===== src/hw/vrp_pkg.sv =====
// package for the voltage-channel rms and phase path
// assumes one 10 MHz master clock and a synchronous active-high reset
package vrp_pkg;

  ////////////////////////////////////////////////////////////////////////////
  // clocking and rates
  localparam int unsigned CLK_HZ      = 10_000_000;
  localparam int unsigned RMS_DIV     = 4;
  localparam int unsigned PH_DIV      = 8;
  localparam int unsigned SRATE_DIV   = 128;
  localparam int unsigned RATE_CNT_W  = 10;

  ////////////////////////////////////////////////////////////////////////////
  // widths
  localparam int unsigned ADC_W   = 16;
  localparam int unsigned WAVE_W  = 24;
  localparam int unsigned RMS_W   = 24;
  localparam int unsigned OFS_W   = 12;
  localparam int unsigned TRIM_W  = 6;
  localparam int unsigned DLY_AW  = 6;

  ////////////////////////////////////////////////////////////////////////////
  // mode field and codes
  localparam logic [1:0] MODE_VOLT_WAVE = 2'h3;
  localparam logic [2:0] GAIN_CODE_MAX  = 3'h4;

  ////////////////////////////////////////////////////////////////////////////
  // converter span at unity gain
  localparam logic signed [ADC_W-1:0] ADC_POS_MAX = 16'sh2852;
  localparam logic signed [ADC_W-1:0] ADC_NEG_MAX = 16'shD7AE;

  ////////////////////////////////////////////////////////////////////////////
  // phase trim
  localparam logic [TRIM_W-1:0] TRIM_CENTRE  = 6'h0D;
  localparam logic [TRIM_W-1:0] TRIM_MIN     = 6'h21;
  localparam logic [TRIM_W-1:0] TRIM_MAX     = 6'h1F;
  localparam logic [TRIM_W-1:0] TRIM_ILLEGAL = 6'h20;
  localparam logic [TRIM_W-1:0] TAP_BIAS     = 6'h1F;
  localparam logic [TRIM_W-1:0] TAP_CENTRE   = 6'h2C;

  ////////////////////////////////////////////////////////////////////////////
  // smoothing filter: single pole, shift picked for ~140 Hz at clk/8
  localparam int unsigned LPF_CUT_HZ = 140;
  localparam int unsigned LPF_SHIFT  =
    $clog2(CLK_HZ / PH_DIV / (6 * LPF_CUT_HZ)) - 1;
  localparam int unsigned LPF_ACC_W  = ADC_W + LPF_SHIFT + 2;

  ////////////////////////////////////////////////////////////////////////////
  // rms estimator: mean absolute value, tau ~ one third of 95% settle
  localparam int unsigned RMS_SETTLE95_MS = 220;
  localparam int unsigned RMS_FINAL_MS    = 670;
  localparam int unsigned RMS_SHIFT       =
    $clog2(CLK_HZ / RMS_DIV / 1000 * RMS_SETTLE95_MS / 3) - 1;
  localparam int unsigned MAV_ACC_W       = ADC_W + RMS_SHIFT + 2;
  localparam logic [8:0]  RMS_GAIN        = 9'h102;
  localparam logic [RMS_W-1:0] RMS_SAT    = 24'hFFFFFF;

endpackage


===== src/hw/vrp_dly_if.sv =====
// carrier between the phase path and its delay-line memory
// assumes both ends share the master clock
interface vrp_dly_if;
  logic                       wr_en;
  logic [vrp_pkg::DLY_AW-1:0] wr_addr;
  logic [vrp_pkg::ADC_W-1:0]  wr_data;
  logic                       rd_en;
  logic [vrp_pkg::DLY_AW-1:0] rd_addr;
  logic [vrp_pkg::ADC_W-1:0]  rd_data;

  modport ctrl (output wr_en, wr_addr, wr_data, rd_en, rd_addr,
                input  rd_data);
  modport mem  (input  wr_en, wr_addr, wr_data, rd_en, rd_addr,
                output rd_data);
endinterface


===== src/hw/vrp_voltage_path.sv =====
// voltage channel: phase delay, smoothing filter, waveform, rms, irq
// assumes adc samples arrive on the master clock with a valid strobe
// and that the host read of the status register is a one-cycle strobe

////////////////////////////////////////////////////////////////////////////
// Functional notes
// RULE1 - waveform only when mode 11 and enabled
// RULE2 - 16-bit sample sign-extended to 24 bits
// RULE3 - converter span 0x2852 down to 0xD7AE
// RULE4 - single-pole 140 Hz filter before waveform
// RULE5 - multiplier gets unfiltered samples
// RULE6 - amplifier gains 1, 2, 4, 8, 16
// RULE7 - mode bits 12:11 pick four sample rates
// RULE8 - new sample drives irq low
// RULE9 - rms is mean absolute value, 24-bit
// RULE10 - rms updated at clock over four
// RULE11 - full-scale 60 Hz reads about 0x17D338
// RULE12 - rms settles 220 ms / 670 ms
// RULE13 - signed 12-bit offset added to rms
// RULE14 - host derives offset from two levels
// RULE15 - host reads rms near zero crossings
// RULE16 - trim is six-bit, 0x21 to 0x1F
// RULE17 - trim 0x0D means zero added delay
// RULE18 - one trim step is clock over eight
// RULE19 - lower trim advances voltage channel
// RULE20 - host sets sample-ready enable bit 3
// RULE21 - irq low until status read-and-clear
// RULE22 - rate codes 0..3 divide by 1,2,4,8
// RULE23 - delay line at clock/8, tap from trim
module vrp_voltage_path (
  // clock and reset
  input  wire logic                         core_clk_i,
  input  wire logic                         rst_i,
  // converter side
  input  wire logic [vrp_pkg::ADC_W-1:0]    adc_sample_i,
  input  wire logic                         adc_valid_i,
  input  wire logic [2:0]                   gain_sel_i,
  output logic      [2:0]                   pga_gain_o,
  // control fields
  input  wire logic [1:0]                   mode_wave_sel_i,
  input  wire logic [1:0]                   mode_rate_sel_i,
  input  wire logic                         sample_ready_enable_i,
  input  wire logic [vrp_pkg::OFS_W-1:0]    voltage_rms_offset_i,
  input  wire logic [vrp_pkg::TRIM_W-1:0]   phase_delay_trim_i,
  input  wire logic                         status_read_i,
  // results
  output logic      [vrp_pkg::WAVE_W-1:0]   waveform_o,
  output logic      [vrp_pkg::RMS_W-1:0]    voltage_rms_value_o,
  output logic      [vrp_pkg::WAVE_W-1:0]   power_sample_o,
  output logic                              irq_n_o
);

  ////////////////////////////////////////////////////////////////////////////
  // helpers
  function automatic logic rate_hit(input logic [vrp_pkg::RATE_CNT_W-1:0] c,
                                    input logic [1:0] sel);
    logic [vrp_pkg::RATE_CNT_W-1:0] mask;
    mask = {vrp_pkg::RATE_CNT_W{1'b1}} >> (2'h3 - sel);
    return (c & mask) == '0;
  endfunction

  function automatic logic [vrp_pkg::WAVE_W-1:0] sext24(
    input logic [vrp_pkg::ADC_W-1:0] v);
    return {{(vrp_pkg::WAVE_W - vrp_pkg::ADC_W){v[vrp_pkg::ADC_W-1]}}, v};
  endfunction

  ////////////////////////////////////////////////////////////////////////////
  // rate dividers
  logic [vrp_pkg::RATE_CNT_W-1:0] rate_cnt;
  logic                           rms_tick;
  logic                           ph_tick;
  logic                           rate_tick;

  always_ff @(posedge core_clk_i) begin
    if (rst_i) begin
      rate_cnt <= '0;
    end else begin
      rate_cnt <= rate_cnt + 10'h001;
    end
  end

  assign rms_tick  = rate_cnt[1:0] == 2'h0;                     // [RULE10]
  assign ph_tick   = rate_cnt[2:0] == 3'h0;                     // [RULE18]
  assign rate_tick = rate_hit(rate_cnt, mode_rate_sel_i);  // [RULE7] [RULE22]

  ////////////////////////////////////////////////////////////////////////////
  // amplifier gain code, out-of-range codes saturate at x16
  always_ff @(posedge core_clk_i) begin
    if (rst_i) begin
      pga_gain_o <= 3'h0;
    end else begin
      pga_gain_o <= (gain_sel_i > vrp_pkg::GAIN_CODE_MAX) ?
                    vrp_pkg::GAIN_CODE_MAX : gain_sel_i;        // [RULE6]
    end
  end

  ////////////////////////////////////////////////////////////////////////////
  // converter capture, held between strobes, clipped to the span
  logic signed [vrp_pkg::ADC_W-1:0] adc_in;
  logic signed [vrp_pkg::ADC_W-1:0] adc_clip;
  logic signed [vrp_pkg::ADC_W-1:0] adc_hold;

  assign adc_in   = adc_sample_i;
  assign adc_clip = (adc_in > vrp_pkg::ADC_POS_MAX) ? vrp_pkg::ADC_POS_MAX :
                    (adc_in < vrp_pkg::ADC_NEG_MAX) ? vrp_pkg::ADC_NEG_MAX :
                    adc_in;                                     // [RULE3]

  always_ff @(posedge core_clk_i) begin
    if (rst_i) begin
      adc_hold <= '0;
    end else if (adc_valid_i) begin
      adc_hold <= adc_clip;
    end
  end

  ////////////////////////////////////////////////////////////////////////////
  // phase delay line
  vrp_dly_if dly ();

  vrp_dly_mem u_mem (
    .core_clk_i (core_clk_i),
    .dly        (dly.mem)
  );

  logic [vrp_pkg::TRIM_W-1:0] trim_eff;
  logic [vrp_pkg::TRIM_W-1:0] tap;
  logic [vrp_pkg::DLY_AW-1:0] wr_ptr;
  logic                       ph_rd_valid;
  logic [vrp_pkg::DLY_AW:0]   fill_cnt;
  logic                       rd_ok;
  logic [vrp_pkg::ADC_W-1:0]  dly_q;

  // 0x20 lies outside the legal range and is pulled to the most negative
  assign trim_eff = (phase_delay_trim_i == vrp_pkg::TRIM_ILLEGAL) ?
                    vrp_pkg::TRIM_MIN : phase_delay_trim_i;     // [RULE16]
  // centre 0x0D lands on the nominal tap; lower codes read newer samples
  assign tap = trim_eff + vrp_pkg::TAP_BIAS;     // [RULE17] [RULE19] [RULE23]

  assign dly.wr_en   = ph_tick;
  assign dly.wr_addr = wr_ptr;
  assign dly.wr_data = adc_hold;
  assign dly.rd_en   = ph_tick;
  // tap 0 reads the slot written one step earlier, never the one being
  // overwritten, so the most negative trim gives the shortest delay
  assign dly.rd_addr = wr_ptr - tap - 6'h01;
  // slots not yet written since reset read as zero: an unknown would
  // stay in the filter and rms accumulators for good
  assign dly_q       = rd_ok ? dly.rd_data : '0;

  always_ff @(posedge core_clk_i) begin
    if (rst_i) begin
      wr_ptr      <= '0;
      ph_rd_valid <= 1'b0;
      fill_cnt    <= '0;
      rd_ok       <= 1'b0;
    end else begin
      wr_ptr      <= ph_tick ? wr_ptr + 6'h01 : wr_ptr;         // [RULE23]
      ph_rd_valid <= ph_tick;
      if (ph_tick && !fill_cnt[vrp_pkg::DLY_AW]) begin
        fill_cnt <= fill_cnt + 7'h01;
      end
      if (ph_tick) begin
        rd_ok <= fill_cnt > {1'b0, tap};
      end
    end
  end

  ////////////////////////////////////////////////////////////////////////////
  // multiplier feed: delayed but unfiltered
  always_ff @(posedge core_clk_i) begin
    if (rst_i) begin
      power_sample_o <= '0;
    end else if (ph_rd_valid) begin
      power_sample_o <= sext24(dly_q);                          // [RULE5]
    end
  end

  ////////////////////////////////////////////////////////////////////////////
  // single-pole smoothing filter, runs at clk/8
  logic signed [vrp_pkg::LPF_ACC_W-1:0] lpf_acc;
  logic signed [vrp_pkg::LPF_ACC_W-1:0] lpf_in;
  logic signed [vrp_pkg::LPF_ACC_W-1:0] lpf_out_w;
  logic signed [vrp_pkg::ADC_W-1:0]     lpf_y;
  logic signed [vrp_pkg::ADC_W-1:0]     lpf_rd;

  assign lpf_rd    = dly_q;
  assign lpf_in    = vrp_pkg::LPF_ACC_W'(lpf_rd);
  assign lpf_out_w = lpf_acc >>> vrp_pkg::LPF_SHIFT;
  assign lpf_y     = lpf_out_w[vrp_pkg::ADC_W-1:0];

  always_ff @(posedge core_clk_i) begin
    if (rst_i) begin
      lpf_acc <= '0;
    end else if (ph_rd_valid) begin
      lpf_acc <= lpf_acc + lpf_in - lpf_out_w;                  // [RULE4]
    end
  end

  ////////////////////////////////////////////////////////////////////////////
  // waveform register and sample-ready request
  logic wave_mode;
  logic wave_load;
  logic irq_pend;

  assign wave_mode = (mode_wave_sel_i == vrp_pkg::MODE_VOLT_WAVE) &&
                     sample_ready_enable_i;            // [RULE1] [RULE20]
  assign wave_load = wave_mode && rate_tick;

  always_ff @(posedge core_clk_i) begin
    if (rst_i) begin
      waveform_o <= '0;
    end else if (wave_load) begin
      waveform_o <= sext24(lpf_y);                    // [RULE2] [RULE4]
    end
  end

  // a new sample in the clearing cycle keeps the request set
  always_ff @(posedge core_clk_i) begin
    if (rst_i) begin
      irq_pend <= 1'b0;
      irq_n_o  <= 1'b1;
    end else begin
      irq_pend <= wave_load | (irq_pend & ~status_read_i);      // [RULE21]
      irq_n_o  <= ~(wave_load | (irq_pend & ~status_read_i));   // [RULE8]
    end
  end

  ////////////////////////////////////////////////////////////////////////////
  // rms: mean absolute value of the filtered signal at clk/4
  logic [vrp_pkg::ADC_W-1:0]     lpf_abs;
  logic [vrp_pkg::MAV_ACC_W-1:0] mav_acc;
  logic [vrp_pkg::MAV_ACC_W-1:0] mav_w;
  logic [vrp_pkg::ADC_W-1:0]     mav;
  logic [24:0]                   rms_raw;
  logic signed [26:0]            rms_sum;
  logic [vrp_pkg::RMS_W-1:0]     next_rms;

  assign lpf_abs = lpf_y[vrp_pkg::ADC_W-1] ? 16'(-lpf_y) : 16'(lpf_y);
  assign mav_w   = mav_acc >> vrp_pkg::RMS_SHIFT;
  assign mav     = mav_w[vrp_pkg::ADC_W-1:0];
  // mean-abs to rms form factor folded into one gain
  assign rms_raw = 25'(mav) * 25'(vrp_pkg::RMS_GAIN);           // [RULE11]
  assign rms_sum = $signed({2'b00, rms_raw}) +
                   27'(signed'(voltage_rms_offset_i));          // [RULE13]
  // negative results read zero rather than wrapping high
  assign next_rms = rms_sum[26] ? '0 :
                    (rms_sum[25:24] != 2'b00) ? vrp_pkg::RMS_SAT :
                    rms_sum[23:0];

  always_ff @(posedge core_clk_i) begin
    if (rst_i) begin
      mav_acc <= '0;
    end else if (rms_tick) begin
      // time constant sets the 220 ms / 670 ms settling
      mav_acc <= mav_acc + vrp_pkg::MAV_ACC_W'(lpf_abs) - mav_w; // [RULE12]
    end
  end

  always_ff @(posedge core_clk_i) begin
    if (rst_i) begin
      voltage_rms_value_o <= '0;
    end else if (rms_tick) begin
      voltage_rms_value_o <= next_rms;                 // [RULE9] [RULE10]
    end
  end
endmodule


===== src/hw/vrp_dly_mem.sv =====
// circular sample store for the tapped phase delay line
// assumes the controller owns both pointers; read data are registered
module vrp_dly_mem (
  // clock
  input  wire logic   core_clk_i,
  // delay-line port
  vrp_dly_if.mem      dly
);

  logic [vrp_pkg::ADC_W-1:0] store [2**vrp_pkg::DLY_AW];

  always_ff @(posedge core_clk_i) begin
    if (dly.wr_en) begin
      store[dly.wr_addr] <= dly.wr_data;
    end
  end

  // read before write on the same address returns the older sample
  always_ff @(posedge core_clk_i) begin
    if (dly.rd_en) begin
      dly.rd_data <= store[dly.rd_addr];
    end
  end

endmodule


===== config.mk =====
export PLATFORM = sky130hd
export DESIGN_NAME = vrp_voltage_path
export DESIGN_NICKNAME = d
export VERILOG_FILES = /design/src/hw/vrp_pkg.sv /design/src/hw/vrp_dly_if.sv /design/src/hw/vrp_voltage_path.sv /design/src/hw/vrp_dly_mem.sv
export SDC_FILE = /design/constraint.sdc
export NUM_CORES = 1
export LEC_CHECK = 0
export BUFFER_PORTS_ARGS = -buffer_cell sky130_fd_sc_hd__buf_2
export CAP_MARGIN = 10
export CORE_ASPECT_RATIO = 1.25
export CORE_MARGIN = 3
export CORE_UTILIZATION = 45
export DETAILED_ROUTE_END_ITERATION = 8
export GPL_ROUTABILITY_DRIVEN = 0
export SETUP_SLACK_MARGIN = 0.02
export SYNTH_ARGS = -nofsm -noshare
export SYNTH_HDL_FRONTEND = slang
export SYNTH_SLANG_ARGS = --single-unit

===== constraint.sdc =====
create_clock -name core_clk_i -period 7.2 [get_ports core_clk_i]
set_clock_uncertainty 0.1 [all_clocks]
set_input_delay 0.72 -clock core_clk_i [delete_from_list [all_inputs] [get_ports core_clk_i]]
set_output_delay 0.72 -clock core_clk_i [all_outputs]
set_load 0.01 [all_outputs]

==> results.md, run 1 <==
* Worst Path Arrival at between 6 and 7 ns
* Final Setup Violations at 0
* Chip height at just under 400 um
* CTS Buffer Depth at 3
* Worst EP required at around 7.7 ns
* Worst-Margin Slew at around 1.2 ns
* Final net count at between 3000 and 4000
* Total die area at between 100000 and 150000 um2
* Power per cell area at roughly 390 nW/um2
* CP max FO at 24
* # fillers at ~9500
* Antenna violations before repair at 1
* Critical Path Source Type: flop
* Endpoints failing hold at 0
* Worst path most repeated cell: ha_1
* Drt pass-1 iters at 5
* GRT Total Usage at 0.2184
* # DRC at 0
* IO Port Bufs at about 120
* Synth Area per Inst at ~16 um2
* CTS tree: built
* Pin count of the biggest net entering global routing at 90
* Row count at ~140
* # Post-CTS Setup Buffers at 0
* RSZ-0062 raised after global routing: no
* Syn Inst Count at ~3200
* First-pass GRT wire length at around 200000 um
* Iter 0 DRT Violations at between 2000 and 2500
* Crit end category: flop
* Post-synth ARST share at 0
* CP cell instances: ha_1 > ha_1 > ha_1 > fa_1 > a21o_1 > a21oi_1 > o21bai_1 > a21oi_1 > o21bai_1 > a21oi_1 > nor2b_1 > o21ai_0 > xnor2_1 > ha_1 > nand3_1 > nor2b_1 > nand2_1 > a211oi_1 > or2_2 > mux2i_1 > mux2i_1 > buf_4 > nand2b_1 > a22o_1
* Layout area overhead at 12.94%
* # hold bufs at CTS at 0
* Slew Limit Headroom at 0.2196
* Worst hold margin at around 0.11 ns
* Share of layout cells above drive strength 1 at 0.2250
* Clock Pin Slew Worst Setup and Hold Paths at approximately 0.060 ns
* Diodes inserted at 0
* Die width at around 310 um
* Crit Path Class: reg2reg
* Top achievable clock speed at between 150 and 200 MHz
* Max VDD drop at ~0.2 mV
* Post-route ant nets at 0
* Leakage at about 21 nW
* Initial Util at 0.4562
* Synth warn at 0
* Syn nets at around 3400
* Core area at 115500 um2
* Max-cap violations at 0
* Crit-path slowest cell: dfxtp_1
* #FFs+latches synth at 1205
* Drt via density at between 5 and 6
* Vias in the first global route at around 30000
* Mapped cell area at 52690 um2
* Clock tree root driver cell: clkbuf_16
* Post-synth EDFFs at 1040
* I/O Pins at between 100 and 150
* Drt total wl at 132000 um
* Vias post-DR at 29100
* CP max stage delay at approximately 0.45 ns
* Max-slew violation count at 0
* Total CTS buffers at roughly 120
* Wire per inst at about 26 um
* Fin crit share at 0.7931
* Htree depth at 3
* Fin crit period at 5.711 ns
* Register area share after synthesis at 0.6554
* Total gr overflow at 0
* Status: finished clean
* Synth unique cells at 75
* Sink Count at approximately 1200
* Total Neg Setup Slack at 0 ns
* DP HPWL at between 80000 and 90000 um
* Post-CTS resize count at 0
* Clock latency on the worst-skew pair at approximately 0.73 ns
* Min-Delay Path Class: in2reg
* Main synth FF type: edfxtp_1
==> area by class of cell <==
cell class,instances,area (um2),area share
repair buffers,232,1567,0.02633
well taps,1551,1941,0.03261
flip-flops and latches,1205,34550,0.5807
clock inverters,83,894.6,0.01503
multi-input cells,1691,17040,0.2863
clock buffers,132,2952,0.04960
inverters,150,563.0,0.009462
==> per-layer routing <==
metal	wire (um)	vias to the layer above	part of all wire	global-route usage
li1	-	12810	-	-
met1	51330	15130	0.39	0.2739
met2	69600	967	0.53	0.3938
met3	7579	194	0.057	0.03167
met4	3465	0	0.026	0.06285
met5	0	-	0	0
==> kinds of logic after synthesis <==
group	share of synthesized area
AOI/OAI and AO/OA	0.04942
xor gates and xnor gates	0.01959
adders and majority gates	0.05073
buffers and inverters	0.02294
DFF	0.6554
muxes	0.1509
and+or+nand+nor	0.05099
==> worst max-delay path, delay by kind of cell, from the launching register on <==
kind            cells  cell delay (ns)
xor+xnor            1             0.13
mux                 2             0.28
compound gates      9             1.73
simple gates        6             1.06
fa+ha+maj           5             1.64
buf+inv             1             0.22
flops               1             0.45
==> Yosys cell counts (all sizes together) (4+ instances only) <==
cell / instances / area share
or2: 5 / 0.00059
nor2: 226 / 0.016
dfxtp: 165 / 0.063
o21bai: 10 / 0.0014
buf: 62 / 0.0061
a21o: 46 / 0.0066
xor2: 38 / 0.0063
o31a: 6 / 0.0010
o211ai: 6 / 0.00085
mux4: 320 / 0.14
nand3: 50 / 0.0047
o2111ai: 4 / 0.00066
edfxtp: 1040 / 0.59
nand2: 171 / 0.012
nor3b: 7 / 0.0010
mux2i: 72 / 0.014
xnor2: 79 / 0.013
inv: 148 / 0.011
nor4: 7 / 0.00083
o21ai: 95 / 0.0091
a211o: 9 / 0.0015
nand4: 15 / 0.0018
clkbuf: 86 / 0.0062
and2: 4 / 0.00047
and3: 14 / 0.0017
a211oi: 30 / 0.0046
nor2b: 38 / 0.0045
and4: 6 / 0.0010
nor3: 26 / 0.0025
fa: 46 / 0.017
a31o: 10 / 0.0017
a21oi: 109 / 0.010
or3: 4 / 0.00047
o21a: 22 / 0.0031
a31oi: 6 / 0.00071
o22ai: 5 / 0.00059
o31ai: 11 / 0.0016
nand2b: 13 / 0.0015
ha: 140 / 0.033
==> power by group <==
group | total [mW] | switching [mW] | leakage [nW] | internal (mW)
Sequential | 8.26 | 0.369 | 10.9 | 7.89
Clock | 6.13 | 2.63 | 1.86 | 3.49
Combinational | 8.63 | 4.75 | 8.13 | 3.88
==> flip-flops by register name, summed over array words and instances (netlist names), 3 cells and up <==
signal               cells
fill_cnt                 7
pga_gain_o               3
power_sample_o          16
dly.wr_addr              6
rate_cnt                10
waveform_o              16
voltage_rms_value_o     24
lpf_acc                 28
u_mem.dly.rd_data       16
mav_acc                 35
adc_hold                16
u_mem.store           1024
==> worst paths after layout <==
| check | to | cells past startpoint | slack [ns] | from |
|---|---|---|---|---|
| max | voltage_rms_value_o[2] | 24 | 1.49 | mav_acc[19] |
| min | pga_gain_o[1] | 2 | 0.11 | gain_sel_i[2] |
| max reg2reg | voltage_rms_value_o[2] | 24 | 1.49 | mav_acc[19] |
| min reg2reg | voltage_rms_value_o[15] | 2 | 0.33 | voltage_rms_value_o[15] |
==> metrics by stage <==
step                instances  utilization  area, um2  setup WS (ns)  power (mW)
floorplan                3194            -      52690          2.117       14.91
global route             5044       0.5153      59510         0.9910       24.38
global placement         4826       0.4815      55600          1.143       16.85
finish                   5044       0.5153      59510          1.489       23.02
CTS                      5041       0.5148      59450          1.465       23.21
detailed placement       4826       0.4815      55600          1.186       17.03
==> layout by cell type (no fill, tap or decap), types with 108 or more instances in the layout <==
cell	n
mux4_2	320
a21oi_1	108
clkbuf_16	115
dfxtp_1	148
inv_1	148
nand2_1	171
edfxtp_1	1040
ha_1	138
buf_2	120
nor2_1	222
No activity file was read; power rests on OpenSTA's default activity.
==> run 2, diff against run 1 <==
==> constraint.sdc (replaced) <==
create_clock -name core_clk_i -period 5.9 [get_ports core_clk_i]
set_clock_uncertainty 0.1 [all_clocks]
set_input_delay 0.59 -clock core_clk_i [delete_from_list [all_inputs] [get_ports core_clk_i]]
set_output_delay 0.59 -clock core_clk_i [all_outputs]
set_load 0.01 [all_outputs]
==> results.md, run 2 (same netlist as run 1, synthesis figures left out) <==
* Status: finished clean (unchanged)
* CTS tree: built (unchanged)
* Commonest non-fill, non-tap cells in the layout: edfxtp_1 (1040), mux4_2 (320), nor2_1 (222), nand2_1 (171) (unchanged)
* Worst path most repeated cell: ha_1 (unchanged)
* Comb pwr share at 0.384 (was 0.375)
* Crit path buffers/inverters at 1 (unchanged)
* Top Metal Used: met4 (unchanged)
* Clock tree root driver cell: clkbuf_16 (unchanged)
* Min-Delay Path Class: in2reg (unchanged)
* Clock latency on the worst-skew pair at 0.73 ns (about the same)
* Cell Count Post-Placement at 4826 (unchanged)
* Iter 0 DRT Violations at 2736 (was 2215)
* Core area at 115500 um2 (unchanged)
* Antenna violations before repair at 1 (unchanged)
* CP cell instances: ha_1 > ha_1 > ha_1 > fa_1 > a21o_1 > a21oi_2 > o21bai_1 > a21oi_1 > o21bai_1 > a21oi_1 > nor2b_1 > o211ai_1 > xnor2_1 > ha_1 > and3_1 > nor2b_2 > nand2_1 > a211oi_1 > or2_2 > mux2i_1 > mux2i_1 > buf_4 > nand2b_1 > a22o_1 (was ha_1 > ha_1 > ha_1 > fa_1 > a21o_1 > a21oi_1 > o21bai_1 > a21oi_1 > o21bai_1 > a21oi_1 > nor2b_1 > o21ai_0 > xnor2_1 > ha_1 > nand3_1 > nor2b_1 > nand2_1 > a211oi_1 > or2_2 > mux2i_1 > mux2i_1 > buf_4 > nand2b_1 > a22o_1)
* Total gr overflow at 0 (unchanged)
* Wire per inst at 25.72 um (was 26.17 um)
* Drt pass-1 iters at 6 (was 5)
* Internal power at 18.56 mW (was 15.27 mW)
* Drt via density at 5.754 (was 5.768)
* Leakage at 20.94 nW (was 20.90 nW)
* Met3 routed WL at 7402 um (was 7579 um)
* DP HPWL at 80630 um (was 80590 um)
* Total die area at 121300 um2 (unchanged)
* First-pass GRT wire length at 193600 um (was 195800 um)
* # DRC at 0 (unchanged)
* Worst hold margin at 0.06803 ns (was 0.1110 ns)
* Crit end category: flop (unchanged)
* Number of flip-flops in the largest register at 1024 (unchanged)
* Power per cell area at 473.5 nW/um2 (was 386.9 nW/um2)
* Max-slew violation count at 0 (unchanged)
* Largest regs: u_mem.store: 1024 flops, mav_acc: 35 flops, lpf_acc: 28 flops (unchanged)
* IO Port Bufs at 121 (unchanged)
* Worst-Margin Slew at 1.190 ns (was 1.171 ns)
* Worst Path Arrival at 5.94 ns (was 6.20 ns)
* Clock Pin Slew Worst Setup and Hold Paths at 0.07 ns (was 0.06 ns)
* I/O Pins at 122 (unchanged)
* Met2 routed WL at 68320 um (was 69600 um)
* Worst EP required at 6.43 ns (was 7.69 ns)
* Layout Cells excl Fill at 5056 (was 5044)
* CP max FO at 24 (unchanged)
* Top achievable clock speed at 184.6 MHz (was 175.1 MHz)
* Sink Count at 1205 (unchanged)
* Largest register by flop count: u_mem.store (unchanged)
* Slew Limit Headroom at 0.2039 (was 0.2196)
* RSZ-0062 raised after global routing: no (unchanged)
* CP max stage delay at 0.42 ns (was 0.45 ns)
* Endpoints failing hold at 0 (unchanged)
* Chip height at 388.6 um (unchanged)
* Final net count at 3636 (was 3627)
* Commonest non-fill, non-tap cell in the layout: edfxtp_1 (unchanged)
* Die width at 312.1 um (unchanged)
* Critical Path Source Type: flop (unchanged)
* Crit-path slowest cell: dfxtp_1 (unchanged)
* Final WS setup at 0.4827 ns (was 1.489 ns)
* M1 WL at 50140 um (was 51330 um)
* Final Setup Violations at 0 (unchanged)
* Layout area overhead at 13.13% (was 12.94%)
* Clock power share at 0.261 (was 0.266)
* Post-route ant nets at 0 (unchanged)
* Vias post-DR at 29090 (was 29100)
* Row count at 139 (unchanged)
* Fin crit share at 0.9182 (was 0.7931)
* Initial Util at 0.4562 (unchanged)
* Total power at 28.23 mW (was 23.02 mW)
* Switching Share at 0.3423 (was 0.3366)
* Crit Path Class: reg2reg (unchanged)
* GRT Total Usage at 0.2141 (was 0.2184)
* Pin count of the biggest net entering global routing at 74 (was 90)
* Final Util at 0.5161 (was 0.5153)
* Max VDD drop at 0.3767 mV (was 0.2048 mV)
* CTS Buffer Depth at 3 (unchanged)
* Share of power burned in registers at 0.355 (was 0.359)
* Total CTS buffers at 117 (was 115)
* Htree depth at 3 (unchanged)
* Drt total wl at 130100 um (was 132000 um)
* Critical path's top delay family: compound AO/OA/AOI/OAI gates (unchanged)
* Total Neg Setup Slack at 0 ns (unchanged)
* Psw at 9.661 mW (was 7.749 mW)
* Placed Area at 55690 um2 (was 55600 um2)
* Max-cap violations at 0 (unchanged)
* Share of layout cells above drive strength 1 at 0.2229 (was 0.2250)
* Final instance area at 59600 um2 (was 59510 um2)
* DP Worst Slack at 0.3391 ns (was 1.186 ns)
* Fin crit period at 5.417 ns (was 5.711 ns)
* Vias in the first global route at 30200 (was 30000)
run 2: cell count changes in the layout (fill, tap and decap cells not counted), moves of 4 or more:
| cell | delta |
|---|---|
| buf_12 | +7 |
| buf_4 | -6 |
| clkinv_1 | +12 |
| dlygate4sd3_1 | +6 |
| bufinv_16 | -5 |
| clkbuf_16 | +4 |
run 2: area by class of cell:
| cell class | count | area, um2 |
|---|---|---|
| clock buffer | 135 | 3038 |
| tap | 1551 | 1941 |
| sequential | 1205 | 34550 |
| timing repair buffer | 239 | 1722 |
| fill | 9314 | 55880 |
| clock inverter | 84 | 742.0 |
| inverter | 150 | 563.0 |
| antenna | 1 | 2.502 |
| multi-input combinational | 1691 | 17040 |
run 2: timing repair:
action,CTS,global route
buffers inserted,0,1
resized for setup,0,2
hold endpoints to repair,6,0
hold buffers,6,0
endpoints found under the setup margin,0,24
run 2: power by group through the flow:
stage | clock [mW] | sequential [mW] | combinational, mW
after floorplan | 0 | 10.1 | 8.10
after global placement | 0 | 10.2 | 10.6
after detailed placement | 0 | 10.2 | 10.8
after CTS | 7.54 | 10.0 | 10.8
after global routing | 7.86 | 10.1 | 11.9
final | 7.37 | 10.0 | 10.8
run 2: worst register-to-register path, delay by kind of cell (launching register included):
family	cells	cell delay, ns
AO/OA/AOI/OAI	9	1.70
adder cells (fa/ha/maj)	5	1.54
AND/OR/NAND/NOR	6	0.93
flip-flops	1	0.42
multiplexers	2	0.29
buffers and inverters	1	0.21
XOR/XNOR	1	0.12
run 2: layer usage:
layer  vias up  GRT usage
met5         -          0
met4         0    0.07981
met3       195    0.02794
met2       956     0.3828
met1     15100     0.2659
li1      12840          -
run 2: worst paths after layout:
kind / start / to / cells after the start / slack [ns]
setup / recovery: mav_acc[26] / voltage_rms_value_o[2] / 24 / 0.48
hold / removal: adc_sample_i[12] / adc_hold[12] / 3 / 0.07
setup reg to reg: mav_acc[26] / voltage_rms_value_o[2] / 24 / 0.48
hold reg to reg: voltage_rms_value_o[13] / voltage_rms_value_o[13] / 2 / 0.33
==> run 3, diff against run 2 <==
--- a/config.mk
+++ b/config.mk
@@ -9,7 +9,7 @@
 export CAP_MARGIN = 10
 export CORE_ASPECT_RATIO = 1.25
 export CORE_MARGIN = 3
-export CORE_UTILIZATION = 45
+export CORE_UTILIZATION = 40
 export DETAILED_ROUTE_END_ITERATION = 8
 export GPL_ROUTABILITY_DRIVEN = 0
 export SETUP_SLACK_MARGIN = 0.02
==> results.md, run 3 (same netlist as run 1, synthesis figures left out) <==
* Status: finished clean (unchanged)
* Max-cap violations at 0 (unchanged)
* Initial Util at 0.4036 (was 0.4562)
* Largest regs: u_mem.store: 1024 flops, mav_acc: 35 flops, lpf_acc: 28 flops (unchanged)
* Share of power burned in registers at 0.353 (was 0.355)
* Power per cell area at 471.5 nW/um2 (was 473.5 nW/um2)
* Layout Cells excl Fill at 5252 (was 5056)
* DP Worst Slack at 0.4264 ns (was 0.3391 ns)
* R2R cell count at 24 (unchanged)
* Min-Delay Path Class: in2reg (unchanged)
* Worst hold margin at 0.06176 ns (was 0.06803 ns)
* Slew Limit Headroom at 0.2192 (was 0.2039)
* Total gr overflow at 0 (unchanged)
* Sink Count at 1205 (unchanged)
* Leakage at 21.15 nW (was 20.94 nW)
* Cell Count Post-Placement at 5021 (was 4826)
* Drt total wl at 127900 um (was 130100 um)
* Total power at 28.38 mW (was 28.23 mW)
* Fin crit period at 5.309 ns (was 5.417 ns)
* Number of flip-flops in the largest register at 1024 (unchanged)
* CTS Buffer Depth at 3 (unchanged)
* Htree depth at 3 (unchanged)
* Max-slew violation count at 0 (unchanged)
* Chip height at 411.8 um (was 388.6 um)
* Row count at 148 (was 139)
* CP cell instances: ha_1 > ha_1 > ha_1 > fa_1 > a21o_1 > a21oi_1 > o21bai_1 > a21oi_2 > o21bai_1 > a21oi_2 > nor2b_1 > o21ai_1 > xnor2_1 > ha_1 > a21oi_1 > o21ai_0 > a211o_1 > a221o_1 > o21ai_0 > mux2i_1 > mux2i_1 > buf_6 > nand2b_1 > a22o_1 (was ha_1 > ha_1 > ha_1 > fa_1 > a21o_1 > a21oi_2 > o21bai_1 > a21oi_1 > o21bai_1 > a21oi_1 > nor2b_1 > o211ai_1 > xnor2_1 > ha_1 > and3_1 > nor2b_2 > nand2_1 > a211oi_1 > or2_2 > mux2i_1 > mux2i_1 > buf_4 > nand2b_1 > a22o_1)
* RSZ-0062 raised after global routing: no (unchanged)
* Vias in the first global route at 29260 (was 30200)
* Crit Path Class: reg2reg (unchanged)
* Psw at 9.534 mW (was 9.661 mW)
* First-pass GRT wire length at 190400 um (was 193600 um)
* Share of layout cells above drive strength 1 at 0.2354 (was 0.2229)
* Total CTS buffers at 118 (was 117)
* Clock latency on the worst-skew pair at 0.73 ns (about the same)
* Pin count of the biggest net entering global routing at 74 (unchanged)
* Core area at 130600 um2 (was 115500 um2)
* Post-route ant nets at 0 (unchanged)
* Clock power share at 0.270 (was 0.261)
* M2 GR Usage at 0.3222 (was 0.3828)
* Final Setup Violations at 0 (unchanged)
* Wire per inst at 24.35 um (was 25.72 um)
* Total Neg Setup Slack at 0 ns (unchanged)
* I/O Pins at 122 (unchanged)
* Drt pass-1 iters at 6 (unchanged)
* Max VDD drop at 0.3124 mV (was 0.3767 mV)
* Comb pwr share at 0.377 (was 0.384)
* Vias post-DR at 28690 (was 29090)
* Worst-Margin Slew at 1.170 ns (was 1.190 ns)
* # DRC at 0 (unchanged)
* Grt met3 use at 0.02671 (was 0.02794)
* Antenna violations before repair at 1 (unchanged)
* CTS tree: built (unchanged)
* Worst EP required at 6.45 ns (was 6.43 ns)
* IO Port Bufs at 121 (unchanged)
* Die width at 330.6 um (was 312.1 um)
* Largest register by flop count: u_mem.store (unchanged)
* Worst path most repeated cell: ha_1 (unchanged)
* Endpoints failing hold at 0 (unchanged)
* Worst Path Arrival at 5.86 ns (was 5.94 ns)
* Commonest non-fill, non-tap cell in the layout: edfxtp_1 (unchanged)
* Switching Share at 0.3360 (was 0.3423)
* Most Crowded Layer GR: met2 (unchanged)
* Final WS setup at 0.5913 ns (was 0.4827 ns)
* Crit-path slowest cell: dfxtp_1 (unchanged)
* Final net count at 3658 (was 3636)
* Clock tree root driver cell: clkbuf_16 (unchanged)
* Top achievable clock speed at 188.4 MHz (was 184.6 MHz)
* Total die area at 136100 um2 (was 121300 um2)
* Commonest non-fill, non-tap cells in the layout: edfxtp_1 (1040), mux4_2 (320), nor2_1 (207), nand2_1 (171), inv_1 (148) (was edfxtp_1 (1040), mux4_2 (320), nor2_1 (222), nand2_1 (171))
* DP HPWL at 77590 um (was 80630 um)
* WHS Path Cells at 3 (unchanged)
* Drt via density at 5.462 (was 5.754)
* Iter 0 DRT Violations at 2212 (was 2736)
* Layout area overhead at 14.24% (was 13.13%)
* Internal reg-to-reg setup slack at 0.59 ns (was 0.48 ns)
* CP max stage delay at 0.41 ns (was 0.42 ns)
* Fin crit share at 0.8998 (was 0.9182)
* GRT met1 Usage at 0.2470 (was 0.2659)
* Clock Pin Slew Worst Setup and Hold Paths at 0.06 ns (was 0.07 ns)
* Internal power at 18.84 mW (was 18.56 mW)
* Crit end category: flop (unchanged)
* CP max FO at 24 (unchanged)
* Critical Path Source Type: flop (unchanged)
* GRT Total Usage at 0.1892 (was 0.2141)
[run 3: path summary, 6_finish.rpt]
kind	start	end
worst min-delay path	adc_sample_i[3]	adc_hold[3]
worst min register to register	voltage_rms_value_o[6]	voltage_rms_value_o[6]
worst max register to register	mav_acc[26]	voltage_rms_value_o[2]
worst max-delay path	mav_acc[26]	voltage_rms_value_o[2]
[run 3: what timing repair did]
item	CTS	global route
endpoints found under the hold margin	6	0
setup buffers	0	0
gates resized for setup	0	5
hold buffers	6	0
setup endpoints to repair	0	24
[run 3: through the flow]
step / instance area [um2] / utilization
finish: 60190 / 0.4610
global route: 60190 / 0.4610
detailed placement: 56090 / 0.4296
floorplan: 52690 / -
CTS: 60090 / 0.4603
global placement: 56090 / 0.4296
[run 3: power by group through the flow]
stage               registers [mW]  logic [mW]  clock network [mW]
floorplan                     10.1        8.10                   0
global placement              10.2        10.6                   0
detailed placement            10.2        10.7                   0
CTS                           10.0        10.7                7.86
global route                  10.0        11.9                8.19
finish                        10.0        10.7                7.68
[run 3: cell type report]
| type | count | area [um2] |
|---|---|---|
| flip-flops and latches | 1205 | 34560 |
| inverters | 150 | 563.0 |
| repair buffers | 260 | 1896 |
| clock buffers | 134 | 3044 |
| clock inverters | 86 | 902.1 |
| multi-input cells | 1691 | 17070 |
| fillers | 11220 | 70360 |
| well taps | 1725 | 2158 |
| diodes | 1 | 2.502 |
[run 3: metal layers]
| layer | wire length (um) | vias up |
|---|---|---|
| li1 | - | 12870 |
| met1 | 52450 | 14830 |
| met2 | 64640 | 791 |
| met3 | 6524 | 199 |
| met4 | 4265 | 0 |
| met5 | 0 | - |
[run 3: worst max-delay path, delay by kind of cell (launching register included)]
family,cells,cell delay [ns]
compound gates,13,2.42
fa+ha+maj,5,1.53
flops,1,0.41
mux,2,0.26
simple gates,2,0.21
buf+inv,1,0.20
xor+xnor,1,0.14
